--- config.mk ---
export PLATFORM = sky130hd
export DESIGN_NAME = scg_crc
export DESIGN_NICKNAME = d
export VERILOG_FILES = /design/src/hw/scg_pkg.sv /design/src/hw/scg_crc.sv /design/src/hw/scg_sync.sv
export SDC_FILE = /design/constraint.sdc
export NUM_CORES = 1
export LEC_CHECK = 0
export ABC_CLOCK_PERIOD_IN_PS = 3200
export BUFFER_PORTS_ARGS = -buffer_cell sky130_fd_sc_hd__buf_2
export CORE_ASPECT_RATIO = 2
export CORE_MARGIN = 5
export CORE_UTILIZATION = 24
export DETAILED_ROUTE_END_ITERATION = 8
export GPL_TIMING_DRIVEN = 1
export SLEW_MARGIN = 20
export SYNTH_ARGS = -nofsm -noshare
export SYNTH_HDL_FRONTEND = slang
export SYNTH_SLANG_ARGS = --single-unit
--- constraint.sdc ---
create_clock -name clk -period 3.2 [get_ports clk]
set_input_delay 0.32 -clock clk [delete_from_list [all_inputs] [get_ports clk]]
set_output_delay 0.32 -clock clk [all_outputs]
set_load 0.03 [all_outputs]
--- src/hw/scg_pkg.sv ---
// Overview of operation
// RULE_01 - Divide the serial stream by the selected polynomial, keeping the remainder.
// RULE_02 - Division is a shift register with exclusive-OR feedback taps.
// RULE_03 - Active register stages equal the degree of the selected polynomial.
// RULE_04 - On transmit, the final remainder is supplied as the check character.
// RULE_05 - On receive, the same division runs; an error-free message leaves zero.
// RULE_06 - In link-control mode a remainder equal to the residue pattern is correct.
// RULE_07 - Eight generator polynomials, chosen by a 3-bit select input.
// RULE_08 - Accumulation may start from all zeros or all ones.
// RULE_09 - Remainders of degree below 16 are right-justified.
// RULE_10 - Data bits are presented on the data input, captured on the clock's falling edge.
// RULE_11 - Data bit XOR register top bit decides whether feedback taps apply.
// RULE_12 - Controller holds check-word enable high while message bits shift in.
// RULE_13 - With check-word enable low, the remainder shifts out one bit per clock.
// RULE_14 - External gating merges the check bits onto the line after the data.
// RULE_15 - Independent preset and clear controls for the register.
// RULE_16 - Error low for zero register, high otherwise, held until next edge or init.
// RULE_17 - With match enable low at the last bit, error low only on residue match.
// RULE_18 - Clear zeroes register; preset sets all active stages, clears the rest.
// RULE_19 - Register changes only on a shift edge, preset or clear.
// RULE_20 - Controller keeps the polynomial select stable for a whole message.

package scg_pkg;

    // ****************************************************************
    // Register geometry and residue
    // ****************************************************************
    localparam int CRC_W = 16;
    typedef logic [CRC_W-1:0] scg_word_t;
    localparam scg_word_t RESIDUE = 16'h1d0f; // Pattern x0..x15 = 1111000010111000
    localparam scg_word_t ZERO_WORD = 16'h0000;
    localparam int SEL_W = 3;
    localparam int NUM_POLY = 8;

    // ****************************************************************
    // Polynomial tables, taps aligned to the top of the register
    // ****************************************************************
    // Low taps of each divisor, shifted so stage x^deg sits above bit 15
    localparam scg_word_t POLY_MASK [NUM_POLY] = '{
        16'h8005, // x16+x15+x2+1
        16'h4003, // x16+x14+x+1
        16'ha097, // x16+x15+x13+x7+x4+x2+x+1
        16'h80f0, // x12+x11+x3+x2+x+1
        16'hb300, // x8+x7+x5+x4+x+1
        16'h0100, // x8+1
        16'h1021, // x16+x12+x5+1
        16'h0811  // x16+x11+x4+1
    };
    // Active stages; also the preset image
    localparam scg_word_t STAGE_MASK [NUM_POLY] = '{
        16'hffff, 16'hffff, 16'hffff, 16'hfff0,
        16'hff00, 16'hff00, 16'hffff, 16'hffff
    };
    // Right shift that brings a short remainder down to bit 0
    localparam logic [3:0] JUST_SHIFT [NUM_POLY] = '{
        4'h0, 4'h0, 4'h0, 4'h4, 4'h8, 4'h8, 4'h0, 4'h0
    };

    // ****************************************************************
    // Register port map
    // ****************************************************************
    localparam int ADDR_W = 4;
    localparam logic [ADDR_W-1:0] OFS_STATUS = 4'h0;
    localparam logic [ADDR_W-1:0] OFS_CONTROL = 4'h4;
    localparam logic [ADDR_W-1:0] OFS_COUNT = 4'h8;
    localparam int ST_ERR_BIT = 16;
    localparam int ST_PHASE_LSB = 17;
    localparam int ST_SEL_LSB = 19;
    localparam int CTRL_CLEAR_BIT = 0;
    localparam int CTRL_PRESET_BIT = 1;

    // ****************************************************************
    // Types
    // ****************************************************************
    // Gray along idle -> data -> check
    typedef enum logic [1:0] {
        PH_IDLE = 2'h0,
        PH_DATA = 2'h1,
        PH_CHECK = 2'h3
    } scg_phase_t;

    typedef struct packed {
        logic [SEL_W-1:0] polySel;
        logic dataIn;
        logic checkWordEnable;
        logic residueMatchEnableN;
        logic presetN;
        logic masterClear;
        logic shiftClockN;
    } scg_pins_t;

    // Inactive pin levels held by the synchroniser during reset
    localparam scg_pins_t PINS_IDLE = '{
        polySel: 3'h0,
        dataIn: 1'b0,
        checkWordEnable: 1'b0,
        residueMatchEnableN: 1'b1,
        presetN: 1'b1,
        masterClear: 1'b0,
        shiftClockN: 1'b1
    };

endpackage

--- src/hw/scg_crc.sv ---
// Added by the designer: the placing of the registers and the plain strobed port.
`timescale 1ns/1ps
`default_nettype none

module scg_crc #(
    parameter int CNT_W = 16
) (
    input wire logic clk,
    input wire logic rstn,
    input wire logic polySelBit0,
    input wire logic polySelBit1,
    input wire logic polySelBit2,
    input wire logic shiftClockN,
    input wire logic serialData,
    input wire logic checkWordEnable,
    input wire logic residueMatchEnableN,
    input wire logic presetN,
    input wire logic masterClear,
    output logic checkCharacter,
    output logic errorFlag,
    input wire logic [scg_pkg::ADDR_W-1:0] regAddr,
    input wire logic [31:0] regWdata,
    input wire logic regWrite,
    input wire logic regRead,
    output logic [31:0] regRdata
);

    // ****************************************************************
    // Elaboration checks
    // ****************************************************************
    // Count must fit the 32-bit read word
    if (CNT_W < 1 || CNT_W > 32) begin : g_bad_cnt
        $error("CNT_W must lie between 1 and 32");
    end

    // ****************************************************************
    // Pin synchronisation
    // ****************************************************************
    scg_pkg::scg_pins_t rawPins;
    scg_pkg::scg_pins_t pins;

    // All pins share one pipeline so they stay aligned to the clock pin
    always_comb begin
        rawPins.polySel = {polySelBit2, polySelBit1, polySelBit0};
        rawPins.dataIn = serialData;
        rawPins.checkWordEnable = checkWordEnable;
        rawPins.residueMatchEnableN = residueMatchEnableN;
        rawPins.presetN = presetN;
        rawPins.masterClear = masterClear;
        rawPins.shiftClockN = shiftClockN;
    end

    scg_sync #(
        .W($bits(scg_pkg::scg_pins_t)),
        .RST_VAL(scg_pkg::PINS_IDLE)
    ) u_sync (
        .clk(clk),
        .rstn(rstn),
        .async(rawPins),
        .synced(pins)
    );

    // ****************************************************************
    // Shift clock edge detect
    // ****************************************************************
    logic shiftClkPrev;
    logic shiftEdge;

    // Previous synchronised level of the shift clock pin
    always_ff @(posedge clk or negedge rstn) begin
        if (!rstn) begin
            shiftClkPrev <= 1'b1;
        end else begin
            shiftClkPrev <= pins.shiftClockN;
        end
    end

    // High-to-low transition of the shift clock captures one bit
    assign shiftEdge = shiftClkPrev & ~pins.shiftClockN; // RULE_10

    // ****************************************************************
    // Register port writes
    // ****************************************************************
    logic softClear;
    logic softPreset;

    // One-cycle init pulses; acting a cycle late keeps decode off the datapath
    always_ff @(posedge clk or negedge rstn) begin
        if (!rstn) begin
            softClear <= 1'b0;
            softPreset <= 1'b0;
        end else begin
            softClear <= regWrite && (regAddr == scg_pkg::OFS_CONTROL)
                && regWdata[scg_pkg::CTRL_CLEAR_BIT];
            softPreset <= regWrite && (regAddr == scg_pkg::OFS_CONTROL)
                && regWdata[scg_pkg::CTRL_PRESET_BIT];
        end
    end

    // ****************************************************************
    // Division datapath
    // ****************************************************************
    scg_pkg::scg_word_t crcReg;
    scg_pkg::scg_word_t next_crc;
    scg_pkg::scg_word_t polyMask;
    scg_pkg::scg_word_t stageMask;
    logic matchMode;
    logic next_match;
    logic clearAct;
    logic presetAct;
    logic feedback;

    // Pin and soft controls act independently of one another
    assign clearAct = pins.masterClear | softClear; // RULE_15
    assign presetAct = ~pins.presetN | softPreset; // RULE_15

    // Taps and active stages of the chosen divisor
    assign polyMask = scg_pkg::POLY_MASK[pins.polySel]; // RULE_07
    assign stageMask = scg_pkg::STAGE_MASK[pins.polySel]; // RULE_03

    // Incoming bit against the top stage steers the taps
    assign feedback = pins.dataIn ^ crcReg[scg_pkg::CRC_W-1]; // RULE_11

    // Next register image; clear wins over preset when both are held
    always_comb begin
        next_crc = crcReg; // RULE_19
        next_match = matchMode;
        if (clearAct) begin
            next_crc = scg_pkg::ZERO_WORD; // RULE_18 RULE_08
            next_match = 1'b0;
        end else if (presetAct) begin
            next_crc = stageMask; // RULE_18 RULE_08
            next_match = 1'b0;
        end else if (shiftEdge) begin
            // Match enable sampled on each bit; the last bit's value sticks
            next_match = ~pins.residueMatchEnableN; // RULE_17
            if (pins.checkWordEnable) begin
                // Modulo-2 subtract of the divisor is a plain XOR
                next_crc = {crcReg[scg_pkg::CRC_W-2:0], 1'b0}
                    ^ (feedback ? polyMask : scg_pkg::ZERO_WORD); // RULE_01 RULE_02 RULE_05 RULE_12
            end else begin
                // Remainder leaves the top; zeros fill from below
                next_crc = {crcReg[scg_pkg::CRC_W-2:0], 1'b0}; // RULE_13 RULE_04
            end
        end
    end

    // Remainder storage
    always_ff @(posedge clk or negedge rstn) begin
        if (!rstn) begin
            crcReg <= scg_pkg::ZERO_WORD;
            matchMode <= 1'b0;
        end else begin
            crcReg <= next_crc;
            matchMode <= next_match;
        end
    end

    // Top stage is the serial check output; the line merge is outside
    assign checkCharacter = crcReg[scg_pkg::CRC_W-1]; // RULE_04 RULE_14

    // ****************************************************************
    // Error flag
    // ****************************************************************
    // Evaluated from the same next image, so it moves with the register
    always_ff @(posedge clk or negedge rstn) begin
        if (!rstn) begin
            errorFlag <= 1'b0;
        end else if (next_match) begin
            errorFlag <= (next_crc != scg_pkg::RESIDUE); // RULE_06 RULE_17
        end else begin
            errorFlag <= (next_crc != scg_pkg::ZERO_WORD); // RULE_16 RULE_05
        end
    end

    // ****************************************************************
    // Message phase and bit count
    // ****************************************************************
    scg_pkg::scg_phase_t phase;
    logic [CNT_W-1:0] bitCount;

    // Tracks where the controller is in the message
    always_ff @(posedge clk or negedge rstn) begin
        if (!rstn) begin
            phase <= scg_pkg::PH_IDLE;
        end else if (clearAct || presetAct) begin
            phase <= scg_pkg::PH_IDLE;
        end else if (shiftEdge) begin
            phase <= pins.checkWordEnable ? scg_pkg::PH_DATA : scg_pkg::PH_CHECK;
        end
    end

    // Counts captured bits since the last init; wraps silently
    always_ff @(posedge clk or negedge rstn) begin
        if (!rstn) begin
            bitCount <= '0;
        end else if (clearAct || presetAct) begin
            bitCount <= '0;
        end else if (shiftEdge) begin
            bitCount <= bitCount + 1'b1;
        end
    end

    // ****************************************************************
    // Register port reads
    // ****************************************************************
    scg_pkg::scg_word_t justified;

    // Short remainders brought down to bit 0 for software
    assign justified = crcReg >> scg_pkg::JUST_SHIFT[pins.polySel]; // RULE_09

    // Read data stands only in the cycle after the strobe
    always_ff @(posedge clk or negedge rstn) begin
        if (!rstn) begin
            regRdata <= 32'h0000_0000;
        end else if (!regRead) begin
            regRdata <= 32'h0000_0000;
        end else begin
            unique case (regAddr)
                scg_pkg::OFS_STATUS: begin
                    regRdata <= {10'h000, pins.polySel, phase, errorFlag, justified};
                end
                scg_pkg::OFS_COUNT: begin
                    regRdata <= 32'(bitCount);
                end
                default: begin
                    // Control and unmapped offsets read as zero
                    regRdata <= 32'h0000_0000;
                end
            endcase
        end
    end

    // ****************************************************************
    // Assertions
    // ****************************************************************
    logic initAct;
    assign initAct = clearAct | presetAct;

    a_clear_zeroes: assert property (@(posedge clk) disable iff (!rstn) // RULE_18
        clearAct |=> (crcReg == scg_pkg::ZERO_WORD) && !errorFlag)
        else $error("clear did not empty the register");

    a_preset_stages: assert property (@(posedge clk) disable iff (!rstn) // RULE_18
        presetAct && !clearAct |=> crcReg == $past(stageMask))
        else $error("preset image wrong for selected degree");

    a_hold_between: assert property (@(posedge clk) disable iff (!rstn) // RULE_19
        !shiftEdge && !initAct |=> $stable(crcReg))
        else $error("register moved without a shift edge");

    a_taps_applied: assert property (@(posedge clk) disable iff (!rstn) // RULE_11
        shiftEdge && !initAct && pins.checkWordEnable && feedback
        |=> crcReg == ({$past(crcReg[14:0]), 1'b0} ^ $past(polyMask)))
        else $error("feedback taps not applied");

    a_taps_skipped: assert property (@(posedge clk) disable iff (!rstn) // RULE_02
        shiftEdge && !initAct && pins.checkWordEnable && !feedback
        |=> crcReg == {$past(crcReg[14:0]), 1'b0})
        else $error("taps applied without feedback");

    a_check_shift: assert property (@(posedge clk) disable iff (!rstn) // RULE_13
        shiftEdge && !initAct && !pins.checkWordEnable
        |=> checkCharacter == $past(crcReg[14]) && phase == scg_pkg::PH_CHECK)
        else $error("check bit not shifted out");

    a_error_zero: assert property (@(posedge clk) disable iff (!rstn) // RULE_16
        !matchMode |-> errorFlag == (crcReg != scg_pkg::ZERO_WORD))
        else $error("error flag disagrees with zero test");

    a_error_residue: assert property (@(posedge clk) disable iff (!rstn) // RULE_06
        matchMode |-> errorFlag == (crcReg != scg_pkg::RESIDUE))
        else $error("error flag disagrees with residue test");

    a_edge_single: assert property (@(posedge clk) disable iff (!rstn) // RULE_10
        shiftEdge |=> !shiftEdge ##1 !shiftEdge || pins.shiftClockN)
        else $error("shift edge seen twice in a row");

    a_status_read: assert property (@(posedge clk) disable iff (!rstn) // RULE_09
        regRead && regAddr == scg_pkg::OFS_STATUS
        |=> regRdata[15:0] == $past(justified) && regRdata[16] == $past(errorFlag))
        else $error("status read does not show remainder");

    c_feedback_shift: cover property (@(posedge clk) disable iff (!rstn)
        shiftEdge && pins.checkWordEnable && feedback);

    c_residue_pass: cover property (@(posedge clk) disable iff (!rstn)
        matchMode && !errorFlag);

    c_zero_pass: cover property (@(posedge clk) disable iff (!rstn)
        phase == scg_pkg::PH_DATA && !matchMode && !errorFlag && bitCount > 8);

    c_check_out: cover property (@(posedge clk) disable iff (!rstn)
        phase == scg_pkg::PH_CHECK && checkCharacter);

endmodule

`default_nettype wire

--- src/hw/scg_sync.sv ---
`timescale 1ns/1ps
`default_nettype none

module scg_sync #(
    parameter int W = 1,
    parameter logic [W-1:0] RST_VAL = '0
) (
    input wire logic clk,
    input wire logic rstn,
    input wire logic [W-1:0] async,
    output logic [W-1:0] synced
);

    logic [W-1:0] meta;

    // Two stages; the first is read only by the second
    always_ff @(posedge clk or negedge rstn) begin
        if (!rstn) begin
            meta <= RST_VAL;
            synced <= RST_VAL;
        end else begin
            meta <= async;
            synced <= meta;
        end
    end

endmodule

`default_nettype wire

### Word-level counts from Yosys, hierarchy flattened

Memory sizes are Yosys's and may differ from the RTL's.
Cells that the tools add are included.

* bits of input ports: 49
* memories: 3
* output and inout bits: 34
* word-level logic and storage cells: 58
* bits in read-only memories: 288
* register bits after elaboration: 89

Memories
* (name not given): depth 8, width 16, read ports 1, clocked after Yosys merged registers in 0, write ports 0, RTL line scg_crc.sv:119 `assign stageMask = scg_pkg::STAGE_MASK[pins.polySel];`
* (name not given): depth 8, width 16, read ports 1, clocked after Yosys merged registers in 0, write ports 0, RTL line scg_crc.sv:118 `assign polyMask = scg_pkg::POLY_MASK[pins.polySel];`
* (name not given): depth 8, width 4, read ports 1, clocked after Yosys merged registers in 0, write ports 0, RTL line scg_crc.sv:210 `assign justified = crcReg >> scg_pkg::JUST_SHIFT[pins.polySel];`

* bitwise operators: 9
* reduce and logical (&&, ||, !) cells: 7
* $add $sub $neg: 1
* shift-type cells: 1
* mux-type cells: 22
* eq/ne operators: 3
* order comparisons: 1

Operators by type and width (number)
* two-way mux 16 bit: 11
* one-hot mux 22 bit (2 select lines): 1
* two-way mux 22 bit: 1
* adder 16 x 1 -> 16 bit, second input constant: 1
* inequality test 16 x 13 -> 1 bit, second input constant: 1
* nonzero test 16 bit: 1
* right shift 16 x 4 -> 16 bit: 1
* bitwise XOR 16 bit: 1
* two-way mux 4 bit: 2
* two-way mux 2 bit: 3
* == test 4 x 3 -> 1 bit, second input constant: 1
* == test 4 bit, second input constant: 1
* greater-or-equal comparator 4 bit, second input constant: 1
* logical NOT 4 bit: 1
* two-way mux 1 bit: 4
* inverter 3 -> 4 bit: 1
* logical AND 1 bit: 3
* inverter 1 bit: 3
* OR 1 bit: 2
* nonzero test 2 bit: 1
* bitwise AND 1 bit: 1
* logical OR 1 bit: 1
* bitwise XOR 1 bit: 1

### Logic depth before layout (Yosys ltp)

* depth after elaboration: 12
* gate-level depth with buffers: 11
* depth with buffers taken out: 9

### By module

Synthesis repeated with hierarchy kept, for this count alone.

* cells, all modules: 387
* area, all modules: 4022.6 um^2

By module, submodules not included
* scg_crc: seq. area each 1527.7 um^2, cells each 369, times used 1, area an instance 3564.7 um^2
* scg_sync: seq. area each 457.9 um^2, cells each 18, times used 1, area an instance 457.9 um^2

### Worst setup path after synthesis

No wires, ideal clock.

* kind: register -> register
* start: register u_sync.synced[7]
* end: register errorFlag
* buffers on the path: 2
* cell stages (with the launch flop): 12
* slack: 655 ps
* clock period less this slack: 2545 ps
* required time: 3076 ps
* library setup time: 124 ps
* data arrival time: 2421 ps
* cell sequence: dfrtp_1 buf_4 buf_1 inv_1 ha_1 nor2_1 and4bb_1 xor2_1 o221ai_1 and3b_1 nand4b_1 a211o_1

* longest elaborated chain between the ends: 12
* elaborated cells between the ends (all ways): 16
* classes of those cells: 1 x eq/ne; 10 x mux; 2 x bitwise; 1 x reduce/logical; 2 x memory

Ends and longest elaborated chain
* from (decl): RTL line scg_sync.sv:11 `output logic [W-1:0] synced`
* from (signal assigned): RTL line scg_sync.sv:23 `synced <= meta;`
* inverter 3 -> 4 bit (not written as such) (*): RTL line scg_crc.sv:118, scg_crc.sv:119
* memory (8 x 16 bit)
* two-way mux 16 bit (not written as such) (2 in series): RTL line scg_crc.sv:118
* two-way mux 16 bit: RTL line scg_crc.sv:140 `^ (feedback ? polyMask : scg_pkg::ZERO_WORD);`
* bitwise XOR 16 bit: RTL line scg_crc.sv:140
* two-way mux 16 bit: RTL line scg_crc.sv:137 `if (pins.checkWordEnable) begin`
* two-way mux 16 bit: RTL line scg_crc.sv:134 `end else if (shiftEdge) begin`
* two-way mux 16 bit (*): RTL line scg_crc.sv:131 `end else if (presetAct) begin`
* two-way mux 16 bit (*): RTL line scg_crc.sv:128 `if (clearAct) begin`
* inequality test 16 x 13 -> 1 bit or nonzero test 16 bit (tied branches): RTL line scg_crc.sv:170, scg_crc.sv:172
* two-way mux 1 bit (*): RTL line scg_crc.sv:169 `end else if (next_match) begin`
* to (signal assigned): RTL line scg_crc.sv:170 `errorFlag <= (next_crc != scg_pkg::RESIDUE);`
* to (signal assigned): RTL line scg_crc.sv:172 `errorFlag <= (next_crc != scg_pkg::ZERO_WORD);`
* to (decl): RTL line scg_crc.sv:20 `output logic errorFlag,`

Mark *: on every way between the ends. The rest lies on a longest branch, timed or not. The select of a mux whose other input is x is not followed.
A chain may end at the register's enable or synchronous reset.

### Worst setup path in the final report

* start: register crcReg[15]
* end: register errorFlag

* longest elaborated chain between the ends: 9
* elaborated cells between the ends (all ways): 10
* classes of those cells: 1 x eq/ne; 6 x mux; 2 x bitwise; 1 x reduce/logical

Ends and longest elaborated chain
* from (decl): RTL line scg_crc.sv:103 `scg_pkg::scg_word_t crcReg;`
* from (signal assigned): RTL line scg_crc.sv:151 `crcReg <= scg_pkg::ZERO_WORD;`
* from (signal assigned): RTL line scg_crc.sv:154 `crcReg <= next_crc;`
* bitwise XOR 1 bit (*): RTL line scg_crc.sv:122 `assign feedback = pins.dataIn ^ crcReg[scg_pkg::CRC_W-1];`
* two-way mux 16 bit (*): RTL line scg_crc.sv:140
* bitwise XOR 16 bit (*): RTL line scg_crc.sv:140
* two-way mux 16 bit (*): RTL line scg_crc.sv:137
* two-way mux 16 bit (*): RTL line scg_crc.sv:134
* two-way mux 16 bit (*): RTL line scg_crc.sv:131
* two-way mux 16 bit (*): RTL line scg_crc.sv:128
* via next_crc[8]: RTL line scg_crc.sv:104 `scg_pkg::scg_word_t next_crc;`
* inequality test 16 x 13 -> 1 bit or nonzero test 16 bit (tied branches): RTL line scg_crc.sv:170, scg_crc.sv:172
* two-way mux 1 bit (*): RTL line scg_crc.sv:169

The timed path passes the listed nets; every way through them passes the cells marked *.

==> PnR_summary.wiki <==
{| class="wikitable"
! Metric !! Value
|-
| Clock Latency Late Sink || 340 ps
|-
| Sum of routed wire length over all layers || 9400 um
|-
| Share of synthesized area occupied by flip-flops and latches || 49.5%
|-
| Non-Filler Cell Area, Final || 0.00477 mm^2
|-
| TritonCTS clock tree || yes
|-
| Buffers added on ports || 42
|-
| Share of flip-flops with an asynchronous set or reset after synthesis || 100%
|-
| Timing-limited maximum frequency || 382 MHz
|-
| First-pass iteration count of the detailed router || 4
|-
| Routed wirelength normalized by instance count || 14.7 um
|-
| Vias per Instance || 4.62
|-
| Number of distinct standard cells referenced by the synthesized netlist || 57
|-
| Mean instance size in the synthesized netlist || 10.3 um^2
|-
| Hold Crit Class || input pin to async pin
|-
| Time the worst path needs with I/O delays and setup || 2610 ps
|-
| Number of rows created at floorplan || 67
|-
| Critical path arrival || 2830 ps
|-
| Number of instances in the placed design || 625
|-
| Area delta synth->final || 19.0%
|-
| Fraction of the mapped netlist area in simple logic gates || 21.2%
|-
| Worst-path cell with the longest stage delay || sky130_fd_sc_hd__dfrtp_1
|-
| Count of fill cells added during filler insertion || 1727
|-
| Global-route wire length before repair || 15400 um
|-
| Area enclosed by the die boundary || 0.0195 mm^2
|-
| Number of warning messages in the yosys log || 0
|-
| Setup repair after global routing missed its margin || false
|-
| Kind of end point of the critical path || flip-flop
|-
| Core area || 0.0166 mm^2
|-
| Power density of the placed cells || 529 mW/mm^2
|-
| Clock transition at the registers of the reported paths || 60 ps
|-
| Floorplan die width || 101 um
|-
| Final nets || 484
|-
| Number of top-level pins || 83
|-
| Overall overflow remaining after global route || 0
|-
| Post-synthesis mux area share || 4.06%
|-
| Type of origin of the critical path || flip-flop
|-
| Setup Viol. Count Final || 0
|-
| Clock tree root buffer cell || sky130_fd_sc_hd__clkbuf_16
|-
| XOR/XNOR Fraction of Synth Area || 5.21%
|-
| Synth Area in Compound Gates || 13.0%
|-
| Mapped Area || 0.00401 mm^2
|-
| Portion of the clock cycle consumed by the worst path in the final layout || 81.7%
|-
| Starting utilization of the core area || 24.2%
|-
| Maximum buffer depth of the clock tree || 2
|-
| Post-synth EDFFs || 0
|-
| Die height || 193 um
|-
| Count of max-cap constraint violations || 0
|-
| Antenna diodes || 0
|-
| Post-synthesis instance total || 391
|-
| Initial antenna violation count || 0
|-
| Number of standard cells in the final layout excluding fillers || 640
|-
| Dominant combinational cell family by area after synthesis || simple AND/OR/NAND/NOR gates
|-
| Final routed DRC violation total || 0
|-
| Via count || 2957
|-
| Kind of cell adding the most delay to the critical path || simple AND/OR/NAND/NOR gates
|-
| Ordered list of cells on the worst path || xor2_2 -> and2_1 -> a211oi_1 -> nor3b_2 -> nor4b_2 -> nand4_1 -> a211o_1
|-
| Post-CTS Setup Bufs || 0
|-
| Num CTS Buffers || 9
|-
| Biggest cell delay along the critical path || 560 ps
|-
| Worst Setup Slack post-DPL || 604 ps
|-
| GRT Resource Usage Total || 10.1%
|-
| Via count of the first global-routing pass || 2975
|-
| CP required || 3410 ps
|-
| Synth Area in Adders || 1.87%
|-
| Count of clock tree sinks || 79
|-
| Slew at the pin closest to its max-slew limit || 709 ps
|-
| Total Negative Setup Slacks || 0 ps
|-
| Relative slew slack || 52.7%
|-
| Fraction of layout instances using a drive strength above 1 || 19.9%
|-
| Number of failing hold endpoints at the final stage || 0
|-
| Sum of buffers and inverters on the critical path || 0
|-
| Leakage dissipation || 2.10 nW
|-
| Number of buffers inserted for hold repair after clock tree synthesis || 0
|-
| Instance area after placement || 0.00442 mm^2
|-
| Ys flop type || sky130_fd_sc_hd__dfrtp_1
|-
| Layout Skew || 5.94 ps
|-
| Critical path type || flip-flop to flip-flop
|-
| Number of H-tree branching levels || 3
|-
| Number of nets with antenna violations after routing || 0
|-
| Run status || finished, final reports clean
|-
| Setup ws final || 585 ps
|-
| Max IR drop VDD || 270 uV
|-
| Number of gates resized after CTS || 0
|-
| Number of max-slew violations in the final report || 0
|-
| Routability Congestion || 0.894
|-
| Post-DP HPWL || 6710 um
|-
| Total of flip-flops plus latches after synthesis || 79
|-
| Largest driver fanout on the critical path || 10
|-
| Number of design-rule violations left by the first detailed-router iteration || 208
|-
| Pin count of the biggest net entering global routing || 80
|}
[placed cells by master (no fill, tap or decap), types with 2 or more instances in the layout]
cell	netlist	routed
sky130_fd_sc_hd__conb_1	1	10
sky130_fd_sc_hd__and4_1	5	5
sky130_fd_sc_hd__o21ai_0	12	12
sky130_fd_sc_hd__nand4_1	8	8
sky130_fd_sc_hd__o2111ai_1	2	2
sky130_fd_sc_hd__nand4b_1	2	2
sky130_fd_sc_hd__and3_1	9	9
sky130_fd_sc_hd__nand3_1	12	12
sky130_fd_sc_hd__xor2_1	15	15
sky130_fd_sc_hd__bufinv_16	0	3
sky130_fd_sc_hd__clkbuf_16	0	9
sky130_fd_sc_hd__buf_2	1	41
sky130_fd_sc_hd__or3_1	3	3
sky130_fd_sc_hd__nor2b_1	29	29
sky130_fd_sc_hd__nand2_1	19	19
sky130_fd_sc_hd__and3b_1	2	2
sky130_fd_sc_hd__nand2b_1	4	4
sky130_fd_sc_hd__dfstp_2	7	7
sky130_fd_sc_hd__inv_1	5	5
sky130_fd_sc_hd__xnor2_1	7	7
sky130_fd_sc_hd__dfrtp_1	72	72
sky130_fd_sc_hd__and2_1	6	6
sky130_fd_sc_hd__mux2i_1	14	14
sky130_fd_sc_hd__nor2_1	31	31
sky130_fd_sc_hd__nor4b_2	1	2
sky130_fd_sc_hd__a21oi_1	25	25
sky130_fd_sc_hd__nor3_1	6	6
sky130_fd_sc_hd__buf_4	11	11
sky130_fd_sc_hd__mux2_2	2	2
sky130_fd_sc_hd__ha_1	6	6
sky130_fd_sc_hd__a22oi_1	16	16
sky130_fd_sc_hd__a211oi_1	11	11
[layer usage]
metal / wire length [um] / track usage [%]
met2: 4360 / 15.2
met3: 561 / 1.66
met5: 0 / 0
met1: 4220 / 13.9
met4: 253 / 5.17
[synth_stat cells (2+ instances only)]
cell type | count | area (um^2)
sky130_fd_sc_hd__mux2_2 | 2 | 22.5
sky130_fd_sc_hd__o21ai_0 | 12 | 60.1
sky130_fd_sc_hd__buf_4 | 11 | 82.6
sky130_fd_sc_hd__a22oi_1 | 16 | 120
sky130_fd_sc_hd__clkbuf_1 | 16 | 60.1
sky130_fd_sc_hd__nand4b_1 | 2 | 17.5
sky130_fd_sc_hd__a211oi_1 | 11 | 82.6
sky130_fd_sc_hd__nor4b_1 | 2 | 17.5
sky130_fd_sc_hd__dfstp_2 | 7 | 184
sky130_fd_sc_hd__buf_1 | 5 | 18.8
sky130_fd_sc_hd__o2111ai_1 | 2 | 17.5
sky130_fd_sc_hd__and4_1 | 5 | 43.8
sky130_fd_sc_hd__and3_1 | 9 | 56.3
sky130_fd_sc_hd__nand4_1 | 8 | 50.1
sky130_fd_sc_hd__mux2i_1 | 14 | 140
sky130_fd_sc_hd__dfrtp_1 | 72 | 1800
sky130_fd_sc_hd__ha_1 | 6 | 75.1
sky130_fd_sc_hd__and2_1 | 6 | 37.5
sky130_fd_sc_hd__nand3_1 | 12 | 60.1
sky130_fd_sc_hd__a21oi_1 | 25 | 125
sky130_fd_sc_hd__and3b_1 | 2 | 17.5
sky130_fd_sc_hd__nor2_1 | 31 | 116
sky130_fd_sc_hd__nand2_1 | 19 | 71.3
sky130_fd_sc_hd__xor2_1 | 15 | 131
sky130_fd_sc_hd__nor3_1 | 6 | 30.0
sky130_fd_sc_hd__nor2b_1 | 29 | 181
sky130_fd_sc_hd__nand2b_1 | 4 | 25.0
sky130_fd_sc_hd__xnor2_1 | 7 | 61.3
sky130_fd_sc_hd__inv_1 | 5 | 18.8
sky130_fd_sc_hd__or3_1 | 3 | 18.8
[final cells by class]
| class | instances | area, um^2 | area share, % |
|---|---|---|---|
| tap | 207 | 259 | 5.43 |
| clock buffer | 10 | 239 | 5.01 |
| inverter | 5 | 18.8 | 0.393 |
| sequential | 79 | 1990 | 41.6 |
| multi-input combinational | 281 | 1860 | 39.0 |
| timing repair buffer | 53 | 299 | 6.27 |
| clock inverter | 5 | 106 | 2.23 |
[sequential cells by signal (all words and copies together) (netlist names)]
name / cells
u_sync.meta: 9
crcReg: 16
bitCount: 16
matchMode: 1
regRdata: 22
softPreset: 1
u_sync.synced: 9
phase: 2
shiftClkPrev: 1
softClear: 1
errorFlag: 1
[per-stage QoR]
step	total power, W	utilization, %	hold slack [ps]
floorplan	0.00128	-	24.4
global placement	0.00135	26.6	332
detailed placement	0.00136	26.6	335
CTS	0.00255	28.7	68.5
global route	0.00263	28.7	74.4
finish	0.00252	28.7	6.35
[report_power, final]
part / switching (W) / total [W] / internal, W / leakage [nW]
Sequential: 0.0000493 / 0.00109 / 0.00104 / 1.02
Combinational: 0.000162 / 0.000257 / 0.0000946 / 0.912
Clock: 0.000399 / 0.00118 / 0.000780 / 0.165
Total: 0.000610 / 0.00252 / 0.00191 / 2.10
[final timing paths]
path | to | cells past startpoint | slack [ps] | start
worst min register to register | u_sync.synced[5] | 0 | 350 | u_sync.meta[5]
min in group clk | u_sync.meta[2] | 1 | 80 | presetN
max in group asynchronous | crcReg[9] | 1 | 2690 | rstn
worst min-delay path | regRdata[16] | 1 | 6 | rstn
worst max-delay path | errorFlag | 7 | 590 | crcReg[15]
worst max register to register | errorFlag | 7 | 590 | crcReg[15]
[kinds of logic (layout without fill, tap and decap cells)]
group / after synthesis / in the layout
buf+inv: 40 / 73
compound gates: 78 / 78
mux: 16 / 16
flops: 79 / 79
fa+ha+maj: 6 / 6
simple gates: 148 / 148
other cells: 1 / 10
xor+xnor: 23 / 23
[worst register-to-register path, cell delays in order, from the launching register on]
cell and delay, ps:
sky130_fd_sc_hd__dfrtp_1 560, sky130_fd_sc_hd__xor2_2 350, sky130_fd_sc_hd__and2_1 420, sky130_fd_sc_hd__a211oi_1 150
sky130_fd_sc_hd__nor3b_2 280, sky130_fd_sc_hd__nor4b_2 250, sky130_fd_sc_hd__nand4_1 150, sky130_fd_sc_hd__a211o_1 340
Power figures use the tool's default switching activity.
